<file path="src/logic/bad_pkg.sv">
// Constants and types shared by the bus-arbitration and discrete-control block
package bad_pkg;

  // Timing
  localparam int unsigned CLK_PERIOD_NS  = 50;
  localparam int unsigned TRIG_PULSE_NS  = 100;
  localparam int unsigned TRIG_CYCLES_RAW = (TRIG_PULSE_NS + CLK_PERIOD_NS - 1) / CLK_PERIOD_NS;
  localparam int unsigned TRIG_CYCLES    = (TRIG_CYCLES_RAW < 1) ? 1 : TRIG_CYCLES_RAW;
  localparam logic [3:0]  TRIG_CNT_LOAD  = 4'(TRIG_CYCLES);

  // I/O address whose access fires the trigger pulse
  localparam logic [15:0] TRIG_IO_ADDR   = 16'h400b;

  // APB register map (byte addresses)
  localparam logic [7:0]  REG_CMD_STATUS = 8'h00;
  localparam logic [7:0]  REG_FAULT      = 8'h04;

  // Command register write bits
  localparam int unsigned CMD_DA_ON      = 0;
  localparam int unsigned CMD_DA_OFF     = 1;
  localparam int unsigned CMD_CLR_PASS   = 2;
  localparam int unsigned CMD_TRIGGER    = 3;

  // Status read bits
  localparam int unsigned STS_DA         = 0;
  localparam int unsigned STS_PASS       = 1;
  localparam int unsigned STS_LOCK       = 2;
  localparam int unsigned STS_STATE_LSB  = 4;

  // Fault register bit positions
  localparam int unsigned FLT_PROT_CPU   = 0;
  localparam int unsigned FLT_PROT_EXT   = 1;
  localparam int unsigned FLT_ADDR_MEM   = 5;
  localparam int unsigned FLT_ADDR_IO    = 8;
  localparam logic [15:0] FAULT_RESET    = 16'h0000;

  // Instruction class of the current bus cycle
  typedef enum logic [3:0] {
    OP_NONE             = 4'h0,
    op_increment_memory = 4'h1,
    op_decrement_memory = 4'h2,
    op_set_bit          = 4'h3,
    op_reset_bit        = 4'h4,
    op_test_set_bit     = 4'h5,
    op_store_masked     = 4'h6,
    op_store_upper_byte = 4'h7,
    op_store_lower_byte = 4'h8
  } bad_op_t;

  // Bus cycle sequencer states
  typedef enum logic [2:0] {
    ST_IDLE = 3'b000,
    ST_REQ  = 3'b001,
    ST_ADDR = 3'b010,
    ST_DATA = 3'b011,
    ST_END  = 3'b100
  } bad_state_t;

endpackage

</file>
<file path="src/logic/bad_fault_capture.sv">
// Fault register loaded on the trailing edge of the shared busy line
`timescale 1ns/1ns
`default_nettype none
module bad_fault_capture (
  input  wire logic        clk,
  input  wire logic        rst_n,
  input  wire logic        busyIn,
  input  wire logic        busyOwn,
  input  wire logic        memIoIn,
  input  wire logic        protect_fault_n,
  input  wire logic        ext_address_fault_n,
  input  wire logic [15:0] clearMask,
  output logic      [15:0] faultReg
);

  logic        busyPrev_q;
  logic        ownPrev_q;
  logic        memPrev_q;
  logic [15:0] setMask;
  logic        busyRise;

  // Attribution uses the owner and cycle kind seen while busy was still low
  always_ff @(posedge clk) begin
    if (!rst_n) begin
      busyPrev_q <= 1'b1;
      ownPrev_q  <= 1'b0;
      memPrev_q  <= 1'b1;
    end else begin
      busyPrev_q <= busyIn;
      ownPrev_q  <= busyOwn;
      memPrev_q  <= memIoIn;
    end
  end

  assign busyRise = !busyPrev_q && busyIn;

  always_comb begin
    setMask = 16'h0000;
    if (busyRise && !protect_fault_n) begin
      setMask[bad_pkg::FLT_PROT_CPU] = ownPrev_q;
      setMask[bad_pkg::FLT_PROT_EXT] = !ownPrev_q;
    end
    if (busyRise && !ext_address_fault_n) begin
      setMask[bad_pkg::FLT_ADDR_MEM] = memPrev_q;
      setMask[bad_pkg::FLT_ADDR_IO]  = !memPrev_q;
    end
  end

  // Set wins over a clear arriving in the same cycle
  always_ff @(posedge clk) begin
    if (!rst_n) begin
      faultReg <= bad_pkg::FAULT_RESET;
    end else begin
      faultReg <= (faultReg & ~clearMask) | setMask;
    end
  end

  property p_prot_cpu;
    @(posedge clk) disable iff (!rst_n)
      (!busyPrev_q && busyIn && ownPrev_q && !protect_fault_n) |=> faultReg[0];
  endproperty
  a_prot_cpu: assert property (p_prot_cpu) else $error("protect fault of own cycle lost");

  property p_prot_ext;
    @(posedge clk) disable iff (!rst_n)
      (!busyPrev_q && busyIn && !ownPrev_q && !protect_fault_n) |=> faultReg[1] && !$past(busyOwn);
  endproperty
  a_prot_ext: assert property (p_prot_ext) else $error("foreign cycle fault not latched");

endmodule
`default_nettype wire

</file>
<file path="src/logic/bad_top.sv">
// Bus request, busy and lock sequencing plus discrete outputs, with APB registers
`timescale 1ns/1ns
`default_nettype none
// Overview of operation
// - Drive bus request low when needing bus
// - Release bus request once cycle has begun
// - Start cycle after grant on idle bus
// - Bus-side outputs high impedance outside own cycles
// - Busy low at cycle start, high at end
// - Capture faults on busy rising edge
// - Busy undriven during foreign cycles
// - Latch foreign-cycle faults from monitored busy
// - Lock holds bus; others wait while held
// - Unlocked cycles: lock mimics busy
// - Listed read-modify-write instructions lock bus
// - Direct access enable: reset clear, on/off commands
// - Self-test pass set on success, command clears
// - Instruction start high cycle before instruction
// - Trigger pulses low on I/O address 400B
// - Trigger pulses once during initialization
// - Protect fault: bit 0 own, 1 foreign
// - Address fault: bit 5 memory, 8 I/O
module bad_top (
  input  wire logic        clk,
  input  wire logic        rst_n,
  // APB slave
  input  wire logic        psel,
  input  wire logic        penable,
  input  wire logic        pwrite,
  input  wire logic [7:0]  paddr,
  input  wire logic [31:0] pwdata,
  output logic      [31:0] prdata,
  output logic             pready,
  output logic             pslverr,
  // Core-side cycle request
  input  wire logic        cycReq,
  input  wire logic        cycWrite,
  input  wire logic        cycMem,
  input  wire logic        cycData,
  input  wire logic [15:0] cycAddr,
  input  wire logic [15:0] cycWdata,
  input  wire logic [3:0]  cycOp,
  input  wire logic        cycLast,
  output logic             cycAck,
  output logic      [15:0] cycRdata,
  // Core-side discretes
  input  wire logic        instrNext,
  input  wire logic        selftestOk,
  output logic             selftest_pass,
  output logic             instr_begin,
  output logic             directAccessEn,
  output logic             trigger_pulse_n,
  // Arbitration
  output logic             busRequestN,
  input  wire logic        busGrantN,
  input  wire logic        busyIn,
  output logic             busyOut,
  output logic             busyOe,
  input  wire logic        lockIn,
  output logic             lockOut,
  output logic             lockOe,
  // Bus side
  input  wire logic [15:0] infoIn,
  output logic      [15:0] info_bus,
  output logic             infoOe,
  output logic             addr_strobe,
  output logic             data_strobe_n,
  output logic             dataInstr,
  output logic             readWrite,
  output logic             memIo,
  input  wire logic        memIoIn,
  output logic             busCtlOe,
  input  wire logic        rdyA,
  input  wire logic        rdyD,
  input  wire logic        protect_fault_n,
  input  wire logic        ext_address_fault_n
);

  bad_pkg::bad_state_t state_q;
  bad_pkg::bad_state_t state_d;
  logic        lockHold_q;
  logic        ownCycle;
  logic        startCycle;
  logic        apbWr;
  logic [15:0] faultReg;
  logic [15:0] faultClr;
  logic [3:0]  trigCnt_q;
  logic        initPend_q;
  logic        trigFire;
  logic        cmdTrig;

  function automatic logic isLockOp(input logic [3:0] op);
    case (bad_pkg::bad_op_t'(op))
      bad_pkg::op_increment_memory,
      bad_pkg::op_decrement_memory,
      bad_pkg::op_set_bit,
      bad_pkg::op_reset_bit,
      bad_pkg::op_test_set_bit,
      bad_pkg::op_store_masked,
      bad_pkg::op_store_upper_byte,
      bad_pkg::op_store_lower_byte: isLockOp = 1'b1;
      default:                      isLockOp = 1'b0;
    endcase
  endfunction

  function automatic logic hitReg(input logic [7:0] a, input logic [7:0] off);
    hitReg = (a == off);
  endfunction

  // Bus free means no foreign busy and no foreign lock, unless the lock is ours
  assign startCycle = (state_q == bad_pkg::ST_REQ) && !busGrantN &&
                      busyIn && (lockIn || lockHold_q);

  always_comb begin
    state_d = state_q;
    case (state_q)
      bad_pkg::ST_IDLE: begin
        if (cycReq) begin
          state_d = bad_pkg::ST_REQ;
        end
      end
      bad_pkg::ST_REQ: begin
        if (startCycle) begin
          state_d = bad_pkg::ST_ADDR;
        end
      end
      bad_pkg::ST_ADDR: begin
        if (rdyA) begin
          state_d = bad_pkg::ST_DATA;
        end
      end
      bad_pkg::ST_DATA: begin
        if (rdyD) begin
          state_d = bad_pkg::ST_END;
        end
      end
      bad_pkg::ST_END:  state_d = bad_pkg::ST_IDLE;
      default:          state_d = bad_pkg::ST_IDLE;
    endcase
  end

  // A lost grant never aborts ADDR/DATA/END; only REQ waits on it
  always_ff @(posedge clk) begin
    if (!rst_n) begin
      state_q <= bad_pkg::ST_IDLE;
    end else begin
      state_q <= state_d;
    end
  end

  assign ownCycle = (state_q == bad_pkg::ST_ADDR) || (state_q == bad_pkg::ST_DATA) ||
                    (state_q == bad_pkg::ST_END);

  assign busRequestN = (state_q != bad_pkg::ST_REQ);
  assign busyOe      = ownCycle;
  assign busyOut     = (state_q == bad_pkg::ST_END);
  assign lockOe      = ownCycle || lockHold_q;
  assign lockOut     = busyOut && !lockHold_q;
  assign busCtlOe    = ownCycle;
  assign cycAck      = (state_q == bad_pkg::ST_END);

  // Lock spans from the first cycle of a locked instruction to its last
  always_ff @(posedge clk) begin
    if (!rst_n) begin
      lockHold_q <= 1'b0;
    end else if (startCycle && isLockOp(cycOp) && !cycLast) begin
      lockHold_q <= 1'b1;
    end else if ((state_q == bad_pkg::ST_END) && cycLast) begin
      lockHold_q <= 1'b0;
    end
  end

  // Bus-side outputs registered; enables follow ownership
  always_ff @(posedge clk) begin
    if (!rst_n) begin
      info_bus      <= 16'h0000;
      infoOe        <= 1'b0;
      addr_strobe   <= 1'b0;
      data_strobe_n <= 1'b1;
      dataInstr     <= 1'b0;
      readWrite     <= 1'b1;
      memIo         <= 1'b1;
    end else begin
      addr_strobe   <= (state_d == bad_pkg::ST_ADDR);
      data_strobe_n <= !(state_d == bad_pkg::ST_DATA);
      infoOe        <= (state_d == bad_pkg::ST_ADDR) ||
                       ((state_d == bad_pkg::ST_DATA) && cycWrite);
      if (startCycle) begin
        info_bus  <= cycAddr;
        dataInstr <= cycData;
        readWrite <= !cycWrite;
        memIo     <= cycMem;
      end else if ((state_q == bad_pkg::ST_ADDR) && rdyA) begin
        info_bus  <= cycWdata;
      end
    end
  end

  always_ff @(posedge clk) begin
    if (!rst_n) begin
      cycRdata <= 16'h0000;
    end else if ((state_q == bad_pkg::ST_DATA) && rdyD && !cycWrite) begin
      cycRdata <= infoIn;
    end
  end

  // APB: zero wait state, errors on unmapped offsets
  assign pready  = 1'b1;
  assign apbWr   = psel && penable && pwrite;
  assign pslverr = psel && penable && !hitReg(paddr, bad_pkg::REG_CMD_STATUS) &&
                   !hitReg(paddr, bad_pkg::REG_FAULT);
  assign cmdTrig = apbWr && hitReg(paddr, bad_pkg::REG_CMD_STATUS) &&
                   pwdata[bad_pkg::CMD_TRIGGER];
  assign faultClr = (apbWr && hitReg(paddr, bad_pkg::REG_FAULT)) ? pwdata[15:0] : 16'h0000;

  always_comb begin
    prdata = 32'h0000_0000;
    if (hitReg(paddr, bad_pkg::REG_CMD_STATUS)) begin
      prdata[bad_pkg::STS_DA]   = directAccessEn;
      prdata[bad_pkg::STS_PASS] = selftest_pass;
      prdata[bad_pkg::STS_LOCK] = lockHold_q;
      prdata[bad_pkg::STS_STATE_LSB +: 3] = state_q;
    end else if (hitReg(paddr, bad_pkg::REG_FAULT)) begin
      prdata[15:0] = faultReg;
    end
  end

  // Off command wins if both bits are written together
  always_ff @(posedge clk) begin
    if (!rst_n) begin
      directAccessEn <= 1'b0;
    end else if (apbWr && hitReg(paddr, bad_pkg::REG_CMD_STATUS)) begin
      if (pwdata[bad_pkg::CMD_DA_OFF]) begin
        directAccessEn <= 1'b0;
      end else if (pwdata[bad_pkg::CMD_DA_ON]) begin
        directAccessEn <= 1'b1;
      end
    end
  end

  // Self-test success wins over a clear in the same cycle
  always_ff @(posedge clk) begin
    if (!rst_n) begin
      selftest_pass <= 1'b0;
    end else if (selftestOk) begin
      selftest_pass <= 1'b1;
    end else if (apbWr && hitReg(paddr, bad_pkg::REG_CMD_STATUS) &&
                 pwdata[bad_pkg::CMD_CLR_PASS]) begin
      selftest_pass <= 1'b0;
    end
  end

  always_ff @(posedge clk) begin
    if (!rst_n) begin
      instr_begin <= 1'b0;
    end else begin
      instr_begin <= instrNext;
    end
  end

  // Requests arriving while a pulse runs merge into it
  assign trigFire = (startCycle && !cycMem && (cycAddr == bad_pkg::TRIG_IO_ADDR)) ||
                    cmdTrig || initPend_q;

  always_ff @(posedge clk) begin
    if (!rst_n) begin
      trigCnt_q  <= 4'h0;
      initPend_q <= 1'b1;
    end else begin
      if (trigFire && (trigCnt_q == 4'h0)) begin
        trigCnt_q <= bad_pkg::TRIG_CNT_LOAD;
      end else if (trigCnt_q != 4'h0) begin
        trigCnt_q <= trigCnt_q - 4'h1;
      end
      if (trigCnt_q == 4'h0) begin
        initPend_q <= 1'b0;
      end
    end
  end

  always_ff @(posedge clk) begin
    if (!rst_n) begin
      trigger_pulse_n <= 1'b1;
    end else begin
      trigger_pulse_n <= !((trigFire && (trigCnt_q == 4'h0)) || (trigCnt_q > 4'h1));
    end
  end

  bad_fault_capture u_fault (
    .clk                 (clk),
    .rst_n               (rst_n),
    .busyIn              (busyIn),
    .busyOwn             (busyOe),
    .memIoIn             (memIoIn),
    .protect_fault_n     (protect_fault_n),
    .ext_address_fault_n (ext_address_fault_n),
    .clearMask           (faultClr),
    .faultReg            (faultReg)
  );

  property p_req_low;
    @(posedge clk) disable iff (!rst_n)
      (state_q == bad_pkg::ST_IDLE) && cycReq |=> !busRequestN;
  endproperty
  a_req_low: assert property (p_req_low) else $error("bus request not asserted");

  property p_req_release;
    @(posedge clk) disable iff (!rst_n)
      startCycle |=> busRequestN && !busyOut && busyOe;
  endproperty
  a_req_release: assert property (p_req_release) else $error("request held after start");

  property p_no_grant_no_start;
    @(posedge clk) disable iff (!rst_n)
      (state_q == bad_pkg::ST_REQ) && (busGrantN || !busyIn) |=> (state_q == bad_pkg::ST_REQ);
  endproperty
  a_no_grant_no_start: assert property (p_no_grant_no_start) else $error("cycle began unowned");

  property p_hiz_idle;
    @(posedge clk) disable iff (!rst_n)
      busGrantN && !ownCycle |-> !busCtlOe && !infoOe && !busyOe;
  endproperty
  a_hiz_idle: assert property (p_hiz_idle) else $error("bus driven without grant");

  property p_busy_frame;
    @(posedge clk) disable iff (!rst_n)
      $rose(busyOe) |-> !busyOut ##1 !busyOut;
  endproperty
  a_busy_frame: assert property (p_busy_frame) else $error("busy not low at cycle start");

  property p_busy_end;
    @(posedge clk) disable iff (!rst_n)
      $rose(busyOut) |=> !busyOe && (state_q == bad_pkg::ST_IDLE);
  endproperty
  a_busy_end: assert property (p_busy_end) else $error("busy not released after end");

  property p_lock_mimic;
    @(posedge clk) disable iff (!rst_n)
      busyOe && !lockHold_q |-> lockOe && (lockOut == busyOut);
  endproperty
  a_lock_mimic: assert property (p_lock_mimic) else $error("lock does not follow busy");

  property p_lock_hold;
    @(posedge clk) disable iff (!rst_n)
      startCycle && isLockOp(cycOp) && !cycLast |=> lockOe && !lockOut;
  endproperty
  a_lock_hold: assert property (p_lock_hold) else $error("locked instruction left bus open");

  property p_da_off;
    @(posedge clk) disable iff (!rst_n)
      apbWr && (paddr == bad_pkg::REG_CMD_STATUS) && pwdata[1] |=> !directAccessEn;
  endproperty
  a_da_off: assert property (p_da_off) else $error("direct access not cleared");

  property p_trig_width;
    @(posedge clk) disable iff (!rst_n)
      $fell(trigger_pulse_n) |-> !trigger_pulse_n [*2] ##1 trigger_pulse_n;
  endproperty
  a_trig_width: assert property (p_trig_width) else $error("trigger pulse width wrong");

endmodule
`default_nettype wire

</file>
<file path="config.mk">
export PLATFORM = sky130hd
export DESIGN_NAME = bad_top
export DESIGN_NICKNAME = d
export VERILOG_FILES = /design/src/logic/bad_pkg.sv /design/src/logic/bad_fault_capture.sv /design/src/logic/bad_top.sv
export SDC_FILE = /design/constraint.sdc
export NUM_CORES = 1
export LEC_CHECK = 0
export ABC_AREA = 1
export BUFFER_PORTS_ARGS = -buffer_cell sky130_fd_sc_hd__buf_2
export CAP_MARGIN = 30
export CELL_PAD_IN_SITES_DETAIL_PLACEMENT = 0
export CELL_PAD_IN_SITES_GLOBAL_PLACEMENT = 2
export CORE_UTILIZATION = 23
export DETAILED_ROUTE_END_ITERATION = 16
export PLACE_DENSITY_LB_ADDON = 0.1
export SLEW_MARGIN = 20
export SYNTH_ARGS = -nofsm -noshare
export SYNTH_HDL_FRONTEND = slang
export SYNTH_SLANG_ARGS = --single-unit
</file>
<file path="constraint.sdc">
create_clock -name clk -period 3.06 [get_ports clk]
set_clock_uncertainty 0.1 [all_clocks]
set_input_delay 0.306 -clock clk [delete_from_list [all_inputs] [get_ports clk]]
set_output_delay 0.306 -clock clk [all_outputs]
set_load 0.01 [all_outputs]
</file>
==> impl_metrics.toml, run 1 <==
[logic_synthesis]
yosysUniqueCellTypes = 35
synthTopCellsByCount = "inv_1, nor2_1, nand2_1"
ys_seq_area_share_pct = 41.5
synthFlopType = "dfxtp_1"
synth_most_common_cell = "inv_1"
synth.largest_area_cell = "dfxtp_1"
ys_ff_latch = 70
synthCells = 482
synth_edf_count = 0
synth_area_per_cell_um2 = 7.01
async_flop_share_pct = 0
netlist.area_leader.share_pct = 41.5
synth.top_cells.by_area = "dfxtp_1, inv_1, nor2_1"
yosysWarnings = 0
syn-cell-area_um2 = 3380

[setup_path]
r2r_start = "state_q[2]"
cp-end-kind = "output pin"
path_class = "primary input to output pin"
path_max_fanout = 16
cp-start-kind = "primary input"
crit_path_start = "paddr[3]"
required_ns = 2.65
crit_arrival_ns = 1.71

[clocking]
htreeDepth = 3
clock_path_buffers = 2
tritoncts = "yes"
numClockSinks = 70
cts_hold_buf = 0
cts_root_buf = "clkbuf_16"
cts.clk_slew.worst_paths_ns = 0.06
cts-resized-gates = 0
clkLatencyLatePin_ns = 0.34
cts_buffers = 9
post_cts_buffers = 0

[timing]
max_slew_margin_pct = 54.0
rsz0062_at_grt = "no"
fmax_mhz = 472
hold_viol_final = 0
hold_ws_ns = 0.0501
period_share_pct = 69.3
setup_viol = 0
timing.final.max_slew_violations = 0
worst-slew-pin-transition_ns = 0.689
period_needed_ns = 2.12
tns_ns = 0

[power_and_ir_drop]
p_leak_uw = 0.00248
peakVddDrop_mv = 0.210
p_per_area_nw_per_um2 = 518

[die]
io_pins = 195
start_util_pct = 24.0
dieArea_um2 = 15200
die_h_um = 123
die_x_um = 123
rows = 43
core_um2 = 14100

[global_routing]
grt.overflow.total = 0
grt_start_max_net_pins = 35
grt_pass1_vias = 3135
antenna_found_initial = 0
grt.total_usage_pct = 13.7
grt_pass1_wl_mm = 15.5

[placed_design]
dpl_cell_area_um2 = 4230
hpwl_mm = 7.32
place.port_buffers = 161
dp_cells = 804
routabilityCongestion = 0.732

[detailed_routing]
via_per_inst = 4.04
ant_nets = 0
first_pass_iters = 4
drt_iter0_markers = 111
drc = 0
vias = 3310
post_drt_wl_per_cell_um = 12.3
wl_mm = 10.0

[job]
max-cap-violations = 0

[layout]
fin_area_um2 = 4510
drive_above_1_share_pct = 30.2
fillCellCount = 1600
final_cells = 820
nNetsFinal = 749
area_growth_pct = 33.6
n_antenna_cell = 0
fin_util_pct = 32.0

[outcome]
status = "finished, final reports clean"

[worst_hold_path]
min_from = "instrNext"
hp-class = "primary input to flop"
-- state kept, by name, indices dropped and copies added, names as in the netlist, 3 cells and up --
register          count
cycRdata             16
info_bus             16
u_fault.faultReg     16
trigCnt_q             4
state_q               3
-- through the flow --
step	power, µW	setup WS (ns)
2_1_floorplan	1240	1.52
3_3_place_gp	1360	0.885
3_5_place_dp	1360	0.919
4_1_cts	2390	0.912
5_1_grt	2490	0.738
6_report	2340	0.941
-- final cells by class --
class	instances	area, µm²	share of cell area [%]
multi-input cells	286	1380	30.5
clock inverters	6	45.0	0.999
inverters	105	402	8.90
repair buffers	163	821	18.2
clock buffers	10	239	5.30
flip-flops and latches	70	1400	31.1
well taps	180	225	4.99
-- worst paths after layout --
kind / end / slack, ns / cells after the start
worst max-delay path: prdata[2] / 0.94 / 5
worst max register to register: cycRdata[1] / 1.08 / 8
worst min-delay path: instr_begin / 0.05 / 3
worst min register to register: u_fault.faultReg[15] / 0.36 / 2
-- per-layer routing --
| layer | vias to the layer above | track usage [%] | share of wire, % |
|---|---|---|---|
| li1 | 1754 | - | - |
| met1 | 1428 | 17.0 | 46 |
| met2 | 120 | 21.2 | 44 |
| met3 | 8 | 6.04 | 9.4 |
| met4 | 0 | 4.07 | 1.1 |
| met5 | - | 0 | 0 |
-- cell usage in the layout (no fill, tap or decap), types with 2 or more instances in the layout --
master	Yosys	final
o21ai_1	10	10
xor2_1	2	2
clkinv_4	1	2
clkbuf_16	0	9
nor2_2	2	2
a21oi_1	14	14
o21ai_0	19	19
buf_2	3	161
nor2_1	73	73
inv_2	2	2
nand3_1	27	27
nor3_1	2	2
o22ai_1	5	5
or2_2	2	2
ha_1	2	2
inv_1	101	101
conb_1	2	17
buf_4	20	2
nand2_1	72	72
nand3_2	2	2
o211ai_1	24	24
clkinvlp_4	0	3
dfxtp_1	70	70
nand4_1	5	5
-- cell families (layout without fill, tap and decap cells) --
logic type | after synthesis | count (layout) | share of synthesized area, %
compound gates | 73 | 73 | 12.9
xor+xnor | 3 | 3 | 0.778
fa+ha+maj | 2 | 2 | 0.741
buf+inv | 141 | 284 | 19.4
flops | 70 | 70 | 41.5
other cells | 2 | 17 | 0.222
simple gates | 191 | 191 | 24.5
-- power by group --
group	leakage (µW)	internal (µW)	switching [µW]	total, µW
registers	0.000567	957	26.3	984
logic	0.00178	143	210	353
clock network	0.000131	573	425	999
total	0.00248	1670	662	2340
-- critical path, stage by stage --
cell and delay, ns:
buf_2 0.11, nor3_1 0.24, nand3_1 0.54, o22ai_1 0.32, buf_2 0.19
Power figures use the tool's default switching activity.
==> inputs of run 2 (changes only) <==
ABC_AREA = 0   (was 1)
clock period = 2 ns   (was 3.06 ns; I/O delays follow)
==> run 2 against run 1 <==
  * Global-route usage rose by 0.15 points
  * Combinational power is 46% higher
  * Synthesized cell count fell by 24%
  * Sequential cell count unchanged
  * Clock power grew 52%
  * Routed wire length shrank 4.1%
==> impl_metrics.toml, run 2 <==
[outcome]
status = "finished, final reports clean"

[detailed_routing]
vias = 3147
via_per_inst = 4.23
drc = 0
first_pass_iters = 4
wl_mm = 9.63
drt_iter0_markers = 177
ant_nets = 0
post_drt_wl_per_cell_um = 12.9

[die]
core_um2 = 13300
die_x_um = 119
rows = 42
die_h_um = 119
start_util_pct = 23.7
io_pins = 195
dieArea_um2 = 14200

[logic_synthesis]
ys_ff_latch = 70
yosysUniqueCellTypes = 46
synth_most_common_cell = "dfxtp_1"
netlist.area_leader.share_pct = 44.4
syn-cell-area_um2 = 3160
synthCells = 364
synthFlopType = "dfxtp_1"
yosysWarnings = 0
ys_seq_area_share_pct = 44.4
synth.largest_area_cell = "dfxtp_1"
synth_area_per_cell_um2 = 8.67
synth.top_cells.by_area = "dfxtp_1, nand2_1, mux2i_1"
synth_edf_count = 0
async_flop_share_pct = 0
synthTopCellsByCount = "dfxtp_1, nand2_1, a21oi_1"

[clocking]
cts_root_buf = "clkbuf_16"
cts_buffers = 9
clkLatencyLatePin_ns = 0.34
cts.clk_slew.worst_paths_ns = 0.05
tritoncts = "yes"
numClockSinks = 70
htreeDepth = 3
clock_path_buffers = 2
post_cts_buffers = 0

[global_routing]
grt_pass1_wl_mm = 15.1
grt.total_usage_pct = 13.8
grt_start_max_net_pins = 24
grt_pass1_vias = 2995
grt.overflow.total = 0
antenna_found_initial = 0

[placed_design]
hpwl_mm = 7.15
dp_cells = 693
routabilityCongestion = 0.734
place.port_buffers = 161

[layout]
reg_top3 = "cycRdata x16, info_bus x16, u_fault.faultReg x16"
drive_above_1_share_pct = 36.3
final_common_cell = "buf_2"
n_antenna_cell = 0
final_cell_mix = "buf_2, dfxtp_1, nand2_1"
area_growth_pct = 50.8
nNetsFinal = 677
final_cells = 744

[power_and_ir_drop]
p_leak_uw = 0.00221
totalPowerFinal_uw = 3540
peakVddDrop_mv = 0.358
p_per_area_nw_per_um2 = 744

[timing]
period_needed_ns = 1.93
setup_viol = 0
tns_ns = 0
hold_ws_ns = 0.0202
timing.final.max_slew_violations = 0
hold_viol_final = 0
fmax_mhz = 519
rsz0062_at_grt = "no"
period_share_pct = 96.3

[setup_path]
required_ns = 1.70
path_class = "primary input to output pin"
path_max_fanout = 6
crit_arrival_ns = 1.63
cp-start-kind = "primary input"
cp-end-kind = "output pin"

[worst_hold_path]
hp-class = "primary input to flop"

[job]
max-cap-violations = 0
run 2: changes by cell type after synthesis, moves of 11 or more:
cell / delta
and3_1: +11
nand2_1: -17
nand3_1: -25
o211ai_1: -23
a21oi_1: +23
mux2i_1: +19
inv_1: -95
nor2_1: -42
run 2: metal layers:
| layer | share of wire (%) | vias up | GRT usage [%] |
|---|---|---|---|
| met2 | 47 | 105 | 22.5 |
| met1 | 44 | 1416 | 16.5 |
| met3 | 7.4 | 6 | 5.65 |
| met5 | 0 | - | 0 |
| li1 | - | 1620 | - |
| met4 | 0.88 | 0 | 4.27 |
run 2: per-stage QoR:
stage,worst slack (ns),area [µm²],util (%)
6_report,0.0736,4760,35.8
5_1_grt,0.0116,4760,35.8
4_1_cts,0.0843,4760,35.8
3_5_place_dp,0.0868,4130,31.1
3_3_place_gp,0.106,4130,31.1
2_1_floorplan,0.0961,3210,-
run 2: worst paths after layout:
| check | depth (start not counted) | startpoint | end | slack [ns] |
|---|---|---|---|---|
| setup / recovery | 7 | paddr[7] | prdata[1] | 0.07 |
| hold / removal | 3 | infoIn[15] | cycRdata[15] | 0.02 |
| setup reg to reg | 4 | state_q[2] | trigCnt_q[0] | 0.20 |
| hold reg to reg | 2 | u_fault.faultReg[14] | u_fault.faultReg[14] | 0.33 |
run 2: final cells by class:
cell class                      instances  area, µm²
Clock buffer                           13        260
Multi-Input combinational cell        261       1520
Timing Repair Buffer                  214       1320
Tap cell                              176        220
Inverter                                7       26.3
Sequential cell                        70       1400
Clock inverter                          3       18.8
Fill cell                            1435       8540
run 2: power by group:
| part | internal, µW | switching [µW] |
|---|---|---|
| sequential | 1470 | 40.9 |
| combinational | 259 | 258 |
| clock | 906 | 611 |
| total | 2630 | 909 |
run 2: timing repair:
action                    4_1_cts  5_1_grt
hold buffers                   35        0
resized for setup               0        0
hold endpoints to repair       36        0
run 2: cell families after synthesis:
family	synth area share, %
multiplexers	6.38
other	0.238
AND/OR/NAND/NOR	21.9
XOR/XNOR	0.278
buffers and inverters	9.32
adder cells (fa/ha/maj)	0.793
AO/OA/AOI/OAI	16.7
flip-flops	44.4
run 2: critical path, cell delays in order:
cell and delay [ns]:
buf_2 0.09, or4_1 0.60, nor2_1 0.16, and2_0 0.14, buf_4 0.15, a22o_1 0.14
buf_2 0.13
